`config.mk`:
```
export PLATFORM = sky130hd
export DESIGN_NAME = rsp_host_flat
export DESIGN_NICKNAME = d
export VERILOG_FILES = /design/src/rsp_pkg.sv /design/src/rsp_if.sv /design/src/rsp_host.sv /design/src/flat_wrapper.sv
export SDC_FILE = /design/constraint.sdc
export NUM_CORES = 1
export LEC_CHECK = 0
export BUFFER_PORTS_ARGS = -buffer_cell sky130_fd_sc_hd__buf_2
export CORE_AREA = 8 8 297 299
export DETAILED_ROUTE_END_ITERATION = 12
export DIE_AREA = 0 0 305 307
export GPL_TIMING_DRIVEN = 0
export SLEW_MARGIN = 5
export SYNTH_ARGS = -nofsm -noshare
export SYNTH_HDL_FRONTEND = slang
export SYNTH_SLANG_ARGS = --single-unit
```
`constraint.sdc`:
```
create_clock -name i_clk_sys -period 5.75 [get_ports i_clk_sys]
set_input_delay 1.15 -clock i_clk_sys [delete_from_list [all_inputs] [get_ports i_clk_sys]]
set_output_delay 1.15 -clock i_clk_sys [all_outputs]
set_load 0.03 [all_outputs]
```
`src/rsp_pkg.sv`:
```
// shared constants and types for the request sideband link
package rsp_pkg;
	// sideband layout
	localparam int SB_W = 137;
	localparam int DATA_W = 512;
	localparam int PAR_W = 64;
	localparam int SB_SOP = 20;
	localparam int SB_SOP1_PTR = 24;
	localparam int SB_EOP = 26;
	localparam int SB_HINT = 37;
	localparam int SB_PH = 39;
	localparam int SB_IND = 43;
	localparam int SB_ST = 45;
	localparam int SB_SEQ0 = 61;
	localparam int SB_SEQ1 = 67;
	localparam int SB_PAR = 73;
	localparam logic [1:0] LANE32 = 2'h2;
	localparam int SEQ_W = 6;
	localparam int ST_W = 8;
	// host register offsets
	localparam logic [7:0] A_CTRL = 8'h00;
	localparam logic [7:0] A_HINT = 8'h04;
	localparam logic [7:0] A_LEN = 8'h08;
	localparam logic [7:0] A_SEED = 8'h0C;
	localparam logic [7:0] A_STAT = 8'h10;
	localparam logic [7:0] A_MASK = 8'h14;
	localparam logic [7:0] A_ECHO = 8'h18;
	// field positions
	localparam int C_GO = 0;
	localparam int C_PAR = 1;
	localparam int C_TPH = 2;
	localparam int C_BAD = 3;
	localparam int H_IND = 2;
	localparam int H_ST = 8;
	localparam int H_SEQ = 16;
	localparam int S_SENT = 0;
	localparam int S_ECHO = 1;
	localparam int S_BUSY = 2;
	localparam logic [31:0] RST_WORD = 32'h0000_0000;
	// captured per-packet sideband
	typedef struct packed {
		logic hint;
		logic [1:0] ph;
		logic ind;
		logic [ST_W-1:0] st;
		logic [SEQ_W-1:0] seq;
		logic perr;
	} rsp_desc_t;
	// request handed to the transmit side
	typedef struct packed {
		logic vld;
		logic hint;
		logic [1:0] ph;
		logic [ST_W-1:0] st;
		logic [SEQ_W-1:0] seq;
		logic nullify;
	} rsp_req_t;
	typedef enum logic [0:0] {HS_IDLE, HS_SEND} rsp_hst_t;
endpackage : rsp_pkg

```
`src/rsp_if.sv`:
```
// request stream link between user logic and the core
`timescale 1ns/100ps
interface rsp_if;
	logic req_stream_valid;
	logic req_stream_ready;
	logic req_stream_last;
	logic [rsp_pkg::DATA_W-1:0] req_stream_data;
	logic [rsp_pkg::SB_W-1:0] req_stream_sideband;
	logic req_progress_echo_a_vld;
	logic req_progress_echo_b_vld;
	logic [rsp_pkg::SEQ_W-1:0] req_progress_echo_a;
	logic [rsp_pkg::SEQ_W-1:0] req_progress_echo_b;
	// core end
	modport dev (
		input req_stream_valid, req_stream_last, req_stream_data, req_stream_sideband,
		output req_stream_ready, req_progress_echo_a_vld, req_progress_echo_b_vld,
		output req_progress_echo_a, req_progress_echo_b
	);
	// user logic end
	modport host (
		output req_stream_valid, req_stream_last, req_stream_data, req_stream_sideband,
		input req_stream_ready, req_progress_echo_a_vld, req_progress_echo_b_vld,
		input req_progress_echo_a, req_progress_echo_b
	);
endinterface : rsp_if

```
`src/rsp_host.sv`:
```
// user end: register-driven request sender on an AHB-Lite slave
`timescale 1ns/100ps
module rsp_host (
	// clock and reset
	input wire logic i_clk_sys,
	input wire logic i_nrst,
	// AHB-Lite slave
	input wire logic i_hsel,
	input wire logic [31:0] i_haddr,
	input wire logic [1:0] i_htrans,
	input wire logic i_hwrite,
	input wire logic [2:0] i_hsize,
	input wire logic [31:0] i_hwdata,
	input wire logic i_hready,
	output logic o_hreadyout,
	output logic o_hresp,
	output logic [31:0] o_hrdata,
	// interrupt
	output logic o_irq,
	// request stream
	rsp_if.host bus
);
	logic wr_q, wr_d;
	logic [7:0] wa_q;
	logic [31:0] rd_q, rd_d;
	logic [3:0] ctrl_q, hint_ph;
	logic [31:0] hint_q, seed_q;
	logic [3:0] len_q, beat_q;
	logic [1:0] stat_q, mask_q, stat_set;
	logic [5:0] echo_q;
	logic irq_q;
	rsp_pkg::rsp_hst_t st_q;
	logic vld_q, last_q;
	logic [rsp_pkg::DATA_W-1:0] dat_q, dat_d;
	logic [rsp_pkg::SB_W-1:0] sb_q, sb_d;
	logic go, acc, nxt;
	logic [3:0] ctrl_now;

	// odd parity per byte
	function automatic logic [rsp_pkg::PAR_W-1:0] par_gen(input logic [rsp_pkg::DATA_W-1:0] d);
		logic [rsp_pkg::PAR_W-1:0] p;
		p = '0;
		for (int i = 0; i < rsp_pkg::PAR_W; i++) begin
			p[i] = ~(^d[8*i +: 8]);
		end
		return p;
	endfunction : par_gen

	// bus decode
	always_comb begin
		wr_d = i_hsel & i_hready & i_htrans[1] & i_hwrite;
		case (i_haddr[7:0])
			rsp_pkg::A_CTRL: rd_d = {28'h0000000, ctrl_q};
			rsp_pkg::A_HINT: rd_d = hint_q;
			rsp_pkg::A_LEN: rd_d = {28'h0000000, len_q};
			rsp_pkg::A_SEED: rd_d = seed_q;
			rsp_pkg::A_STAT: rd_d = {29'h0, st_q == rsp_pkg::HS_SEND, stat_q};
			rsp_pkg::A_MASK: rd_d = {30'h0, mask_q};
			rsp_pkg::A_ECHO: rd_d = {26'h0, echo_q};
			default: rd_d = rsp_pkg::RST_WORD;
		endcase
	end

	// address phase capture and read data
	always_ff @(posedge i_clk_sys or negedge i_nrst) begin
		if (!i_nrst) begin
			wr_q <= 1'b0;
			wa_q <= 8'h00;
			rd_q <= rsp_pkg::RST_WORD;
		end else begin
			wr_q <= wr_d;
			wa_q <= i_haddr[7:0];
			rd_q <= rd_d;
		end
	end

	assign go = wr_q & (wa_q == rsp_pkg::A_CTRL) & i_hwdata[rsp_pkg::C_GO] & (st_q == rsp_pkg::HS_IDLE);
	assign acc = vld_q & bus.req_stream_ready;
	assign nxt = acc & ~last_q;
	assign hint_ph = hint_q[3:0];
	// settings written together with go already apply to the first beat
	assign ctrl_now = (wr_q && wa_q == rsp_pkg::A_CTRL) ? {i_hwdata[3:1], 1'b0} : ctrl_q;

	// configuration registers
	always_ff @(posedge i_clk_sys or negedge i_nrst) begin
		if (!i_nrst) begin
			ctrl_q <= 4'h0;
			hint_q <= rsp_pkg::RST_WORD;
			len_q <= 4'h0;
			seed_q <= rsp_pkg::RST_WORD;
			mask_q <= 2'h0;
		end else if (wr_q) begin
			case (wa_q)
				rsp_pkg::A_CTRL: ctrl_q <= {i_hwdata[3:1], 1'b0};
				rsp_pkg::A_HINT: hint_q <= i_hwdata;
				rsp_pkg::A_LEN: len_q <= i_hwdata[3:0];
				rsp_pkg::A_SEED: seed_q <= i_hwdata;
				rsp_pkg::A_MASK: mask_q <= i_hwdata[1:0];
				default: ;
			endcase
		end
	end

	// sticky events, set wins over clear
	always_comb begin
		stat_set = {bus.req_progress_echo_a_vld, acc & last_q};
	end
	always_ff @(posedge i_clk_sys or negedge i_nrst) begin
		if (!i_nrst) begin
			stat_q <= 2'h0;
			echo_q <= 6'h00;
			irq_q <= 1'b0;
		end else begin
			if (wr_q && wa_q == rsp_pkg::A_STAT) begin
				stat_q <= (stat_q & ~i_hwdata[1:0]) | stat_set;
			end else begin
				stat_q <= stat_q | stat_set;
			end
			if (bus.req_progress_echo_a_vld) begin
				echo_q <= bus.req_progress_echo_a;
			end
			irq_q <= |(stat_q & mask_q);
		end
	end

	// beat contents: fields only on the first beat, single packet
	always_comb begin
		dat_d = {16{seed_q + {28'h0000000, go ? 4'h0 : beat_q + 4'h1}}};
		sb_d = '0;
		sb_d[rsp_pkg::SB_SOP] = go;
		sb_d[rsp_pkg::SB_EOP] = go ? (len_q == 4'h0) : (beat_q + 4'h1 == len_q);
		if (go) begin
			sb_d[rsp_pkg::SB_HINT] = ctrl_now[rsp_pkg::C_TPH];
			sb_d[rsp_pkg::SB_PH +: 2] = hint_ph[1:0];
			sb_d[rsp_pkg::SB_IND] = hint_q[rsp_pkg::H_IND];
			sb_d[rsp_pkg::SB_ST +: 8] = hint_q[rsp_pkg::H_ST +: 8];
			sb_d[rsp_pkg::SB_SEQ0 +: 6] = hint_q[rsp_pkg::H_SEQ +: 6];
		end
		if (ctrl_now[rsp_pkg::C_PAR]) begin
			sb_d[rsp_pkg::SB_PAR +: rsp_pkg::PAR_W] = par_gen(dat_d)
				^ {63'h0, ctrl_now[rsp_pkg::C_BAD]};
		end // else parity left zero
	end

	// send state machine
	always_ff @(posedge i_clk_sys or negedge i_nrst) begin
		if (!i_nrst) begin
			st_q <= rsp_pkg::HS_IDLE;
			vld_q <= 1'b0;
			last_q <= 1'b0;
			beat_q <= 4'h0;
			dat_q <= '0;
			sb_q <= '0;
		end else begin
			case (st_q)
				rsp_pkg::HS_IDLE: begin
					if (go) begin
						st_q <= rsp_pkg::HS_SEND;
						vld_q <= 1'b1;
						last_q <= (len_q == 4'h0);
						beat_q <= 4'h0;
						dat_q <= dat_d;
						sb_q <= sb_d;
					end
				end
				rsp_pkg::HS_SEND: begin
					if (acc && last_q) begin
						st_q <= rsp_pkg::HS_IDLE;
						vld_q <= 1'b0;
						last_q <= 1'b0;
						sb_q <= '0;
					end else if (nxt) begin
						beat_q <= beat_q + 4'h1;
						last_q <= (beat_q + 4'h1 == len_q);
						dat_q <= dat_d;
						sb_q <= sb_d;
					end
				end
				default: st_q <= rsp_pkg::HS_IDLE;
			endcase
		end
	end

	assign o_hreadyout = 1'b1;
	assign o_hresp = 1'b0;
	assign o_hrdata = rd_q;
	assign o_irq = irq_q;
	assign bus.req_stream_valid = vld_q;
	assign bus.req_stream_last = last_q;
	assign bus.req_stream_data = dat_q;
	assign bus.req_stream_sideband = sb_q;
endmodule : rsp_host

```
`src/flat_wrapper.sv`:
```
// flat-port wrapper written by rule: the top's interface ports become plain ports
module rsp_host_flat 
  (i_clk_sys, i_nrst, i_hsel, i_haddr, i_htrans, i_hwrite, i_hsize, i_hwdata, i_hready, o_hreadyout, o_hresp, o_hrdata, o_irq, bus_req_stream_valid, bus_req_stream_last, bus_req_stream_data, bus_req_stream_sideband, bus_req_stream_ready, bus_req_progress_echo_a_vld, bus_req_progress_echo_b_vld, bus_req_progress_echo_a, bus_req_progress_echo_b);
  rsp_if bus_i ();
  input wire logic i_clk_sys;
  input wire logic i_nrst;
  input wire logic i_hsel;
  input wire logic [31:0] i_haddr;
  input wire logic [1:0] i_htrans;
  input wire logic i_hwrite;
  input wire logic [2:0] i_hsize;
  input wire logic [31:0] i_hwdata;
  input wire logic i_hready;
  output logic o_hreadyout;
  output logic o_hresp;
  output logic [31:0] o_hrdata;
  output logic o_irq;
  output wire logic [$bits(bus_i.req_stream_valid)-1:0] bus_req_stream_valid;
  output wire logic [$bits(bus_i.req_stream_last)-1:0] bus_req_stream_last;
  output wire logic [$bits(bus_i.req_stream_data)-1:0] bus_req_stream_data;
  output wire logic [$bits(bus_i.req_stream_sideband)-1:0] bus_req_stream_sideband;
  input wire logic [$bits(bus_i.req_stream_ready)-1:0] bus_req_stream_ready;
  input wire logic [$bits(bus_i.req_progress_echo_a_vld)-1:0] bus_req_progress_echo_a_vld;
  input wire logic [$bits(bus_i.req_progress_echo_b_vld)-1:0] bus_req_progress_echo_b_vld;
  input wire logic [$bits(bus_i.req_progress_echo_a)-1:0] bus_req_progress_echo_a;
  input wire logic [$bits(bus_i.req_progress_echo_b)-1:0] bus_req_progress_echo_b;
  assign bus_req_stream_valid = bus_i.req_stream_valid;
  assign bus_req_stream_last = bus_i.req_stream_last;
  assign bus_req_stream_data = bus_i.req_stream_data;
  assign bus_req_stream_sideband = bus_i.req_stream_sideband;
  assign bus_i.req_stream_ready = bus_req_stream_ready;
  assign bus_i.req_progress_echo_a_vld = bus_req_progress_echo_a_vld;
  assign bus_i.req_progress_echo_b_vld = bus_req_progress_echo_b_vld;
  assign bus_i.req_progress_echo_a = bus_req_progress_echo_a;
  assign bus_i.req_progress_echo_b = bus_req_progress_echo_b;
  rsp_host u_core (.i_clk_sys(i_clk_sys), .i_nrst(i_nrst), .i_hsel(i_hsel), .i_haddr(i_haddr), .i_htrans(i_htrans), .i_hwrite(i_hwrite), .i_hsize(i_hsize), .i_hwdata(i_hwdata), .i_hready(i_hready), .o_hreadyout(o_hreadyout), .o_hresp(o_hresp), .o_hrdata(o_hrdata), .o_irq(o_irq), .bus(bus_i));
endmodule
```
==> impl_metrics.tcl <==
set metrics [dict create \
    die_x_um 305 \
    synthesis.area_um2 12900 \
    fin_nets 2172 \
    place_congestion 0.799 \
    ys_seq_area_frac 0.364 \
    finalWorstSetupSlack_ps 781 \
    m1WireLength_um 20700 \
    r2r_cells 16 \
    start_util 0.155 \
    synth-main-ff-cell "dfrtp_1" \
    start_kind "flop" \
    synth_seq_cells 187 \
    status "finished, final reports clean" \
    core.rowCount 106 \
    dr_wl_met3_um 3740 \
    worst_pin_slew_ps 882 \
    clock_skew_ps 9.91 \
    ys_warn_count 0 \
    hp-class "reg2reg" \
    fmax_mhz 201 \
    setup.worst_path.end "u_core.bus.req_stream_sideband[134]" \
    cts_inserted_buffers 17 \
    io_pins 775 \
    synthDistinctLibCells 65 \
    dieArea_um2 93600 \
    synthArstFlopShare 1.00 \
    antenna_left 0 \
    drc 0 \
    grt_pass1_vias 10403 \
    track_usage 0.102 \
    finalSetupTns_ps 0 \
    cts_setup_buffers 0 \
    synth-edff-count 0 \
    maxSlewViolCount 0 \
    path_class "reg2reg" \
    grt_pass1_wl_um 73100 \
    r2r_setup_slack_ps 780 \
    overflow 0 \
    synth_top_area_cell "dfrtp_1" \
    postCtsHoldBufs 0 \
    syn-instance-count 1322 \
    r2r-start "u_core.wa_q[1]" \
    wirelength_um 50800 \
    grt_max_degree 110 \
    fin_crit_ps 4970 \
    wl_met2_um 25600 \
    worst-path-max-fanout 19 \
    vias 10479 \
    clock_path_buffers 2 \
    rsz0062_at_grt "false" \
    final_cells 3177 \
    dp_hpwl_um 43300 \
    relSlewSlack 0.412 \
    regToRegEndpoint "u_core.bus.req_stream_sideband[134]" \
    worstPathRequired_ps 6140 \
    dieHeight_um 307 \
    drt_iter0_markers 519 \
    final_cell_mix "buf_2, buf_4, dfrtp_1" \
    mostFrequentLayoutCell "buf_2" \
    htreeDepth 4 \
    placed_cells 3139 \
    syn-mean-instance-area_um2 9.73 \
    crit_start "u_core.wa_q[1]" \
    clk_latency_ps 450 \
    nFillCells 9164 \
    wire_per_inst_um 16.0 \
    hold_viol_final 0 \
    min_period_over_period 0.864 \
    synth_area_leaders "dfrtp_1, buf_4, mux2_2" \
    leakage_nw 11.4 \
    preCtsSetupSlack_ps 152 \
    antenna_found_initial 12 \
    arrival_ps 5360 \
    cp-end-kind "flop" \
    area_growth_pct 43.5 \
    ir_worst_vdd_mv 0.194 \
    avgViaCountPerCell 3.30 \
    cts_tree "yes" \
    clockRootBuffer "clkbuf_16" \
    place.port_buffers 683 \
    top_layer "met5" \
    finalSetupViolCount 0 \
    dr.pass1.iters 5 \
    coreArea_um2 83200 \
    max-cap-violations 0 \
    cts.clk_slew.worst_paths_ps 80 \
    yosys.area.top_type_share 0.364 \
    power.density_nw_per_um2 157 \
    drive_gt1_frac 0.681 \
    finalPower_w 0.00290 \
    cts_num_sinks 187 \
    cts_resized 0 \
]
-- power breakdown --
group / switching (W) / total (W) / internal [W]
clock network: 0.000569 / 0.00117 / 0.000600
logic: 0.000217 / 0.000358 / 0.000141
registers: 0.0000312 / 0.00137 / 0.00134
total: 0.000817 / 0.00290 / 0.00208
-- cell families after synthesis --
group / Yosys count / share of synthesized area
flops: 187 / 0.364
fa+ha+maj: 6 / 0.00642
simple gates: 204 / 0.0786
xor+xnor: 60 / 0.0425
buf+inv: 650 / 0.365
compound gates: 121 / 0.0633
mux: 92 / 0.0805
other cells: 2 / 0.000584
-- critical path, stage by stage, from the launching register on --
cell and delay (ps):
dfrtp_1 370, or4b_1 580, nor3_2 400, and3b_1 250, buf_4 270, nor2_1 70
ha_1 230, fa_1 420, a21o_1 210, a21oi_1 200, buf_2 300, nor4b_1 110
xnor2_1 430, xnor3_1 420, xnor2_1 150, xnor2_1 310, a22o_1 180
-- registers in the layout, summed over array words and instances (netlist names), 2 cells and up --
signal                          cells
u_core.beat_q                       4
u_core.seed_q                      32
u_core.mask_q                       2
u_core.ctrl_q                       3
u_core.o_hrdata                    32
u_core.echo_q                       6
u_core.hint_q                      32
u_core.bus.req_stream_data         32
u_core.stat_q                       2
u_core.bus.req_stream_sideband     25
u_core.len_q                        4
u_core.wa_q                         8
-- metrics by stage --
step | instance area [um2] | utilization | hold WS (ps)
floorplan | 13100 | - | 442
global placement | 17800 | 0.214 | 457
detailed placement | 17900 | 0.215 | 460
CTS | 18500 | 0.222 | 481
global route | 18500 | 0.222 | 501
finish | 18500 | 0.222 | 481
-- cell type report --
| class | count | area [um2] | share of cell area |
|---|---|---|---|
| diodes | 7 | 17.5 | 0.000948 |
| repair buffers | 684 | 3460 | 0.187 |
| plain buffers | 641 | 4660 | 0.252 |
| flip-flops and latches | 187 | 4680 | 0.253 |
| multi-input cells | 538 | 3700 | 0.200 |
| well taps | 1080 | 1350 | 0.0732 |
| clock buffers | 20 | 457 | 0.0247 |
| clock inverters | 12 | 124 | 0.00671 |
| inverters | 8 | 30.0 | 0.00163 |
-- worst min path at each step --
| stage | slack [ps] | endpoint | startpoint | depth (start not counted) |
|---|---|---|---|---|
| final | 480 | u_core.o_hrdata[2] | u_core.echo_q[2] | 2 |
| after global routing | 500 | u_core.bus.req_stream_sideband[26] | u_core.bus.req_stream_sideband[26] | 2 |
| after CTS | 480 | u_core.bus.req_stream_sideband[26] | u_core.bus.req_stream_sideband[26] | 2 |
| after detailed placement | 460 | u_core.bus.req_stream_sideband[26] | u_core.bus.req_stream_sideband[26] | 2 |
| after global placement | 460 | u_core.bus.req_stream_sideband[26] | u_core.bus.req_stream_sideband[26] | 2 |
| after floorplan | 440 | u_core.o_hrdata[2] | u_core.echo_q[2] | 2 |
-- synthesized netlist by cell type (all sizes together) (2+ instances only) --
cell type  count
inv            8
nand4          7
clkbuf        30
or2            2
o211ai         4
nand3b         3
or4            4
nand3         16
nand2        100
nor2          28
buf          612
a2bb2oi        2
and4           4
ha             5
nor2b          3
a21o           7
nor3b          2
dfrtp        187
mux2i          9
o21ai         53
nor3           8
conb           2
o31ai          2
a22o          29
nor4           6
and3           9
mux2          82
nand2b         5
xor2          15
a21oi         10
xnor2         44
and2           2
a222oi         3
-- per-layer routing --
| metal | vias to the layer above | track usage |
|---|---|---|
| met5 | - | 0 |
| met1 | 4848 | 0.120 |
| met2 | 379 | 0.182 |
| met4 | 6 | 0.0204 |
| li1 | 5197 | - |
| met3 | 49 | 0.0328 |
Note: power is estimated with default switching activity, not from simulation.
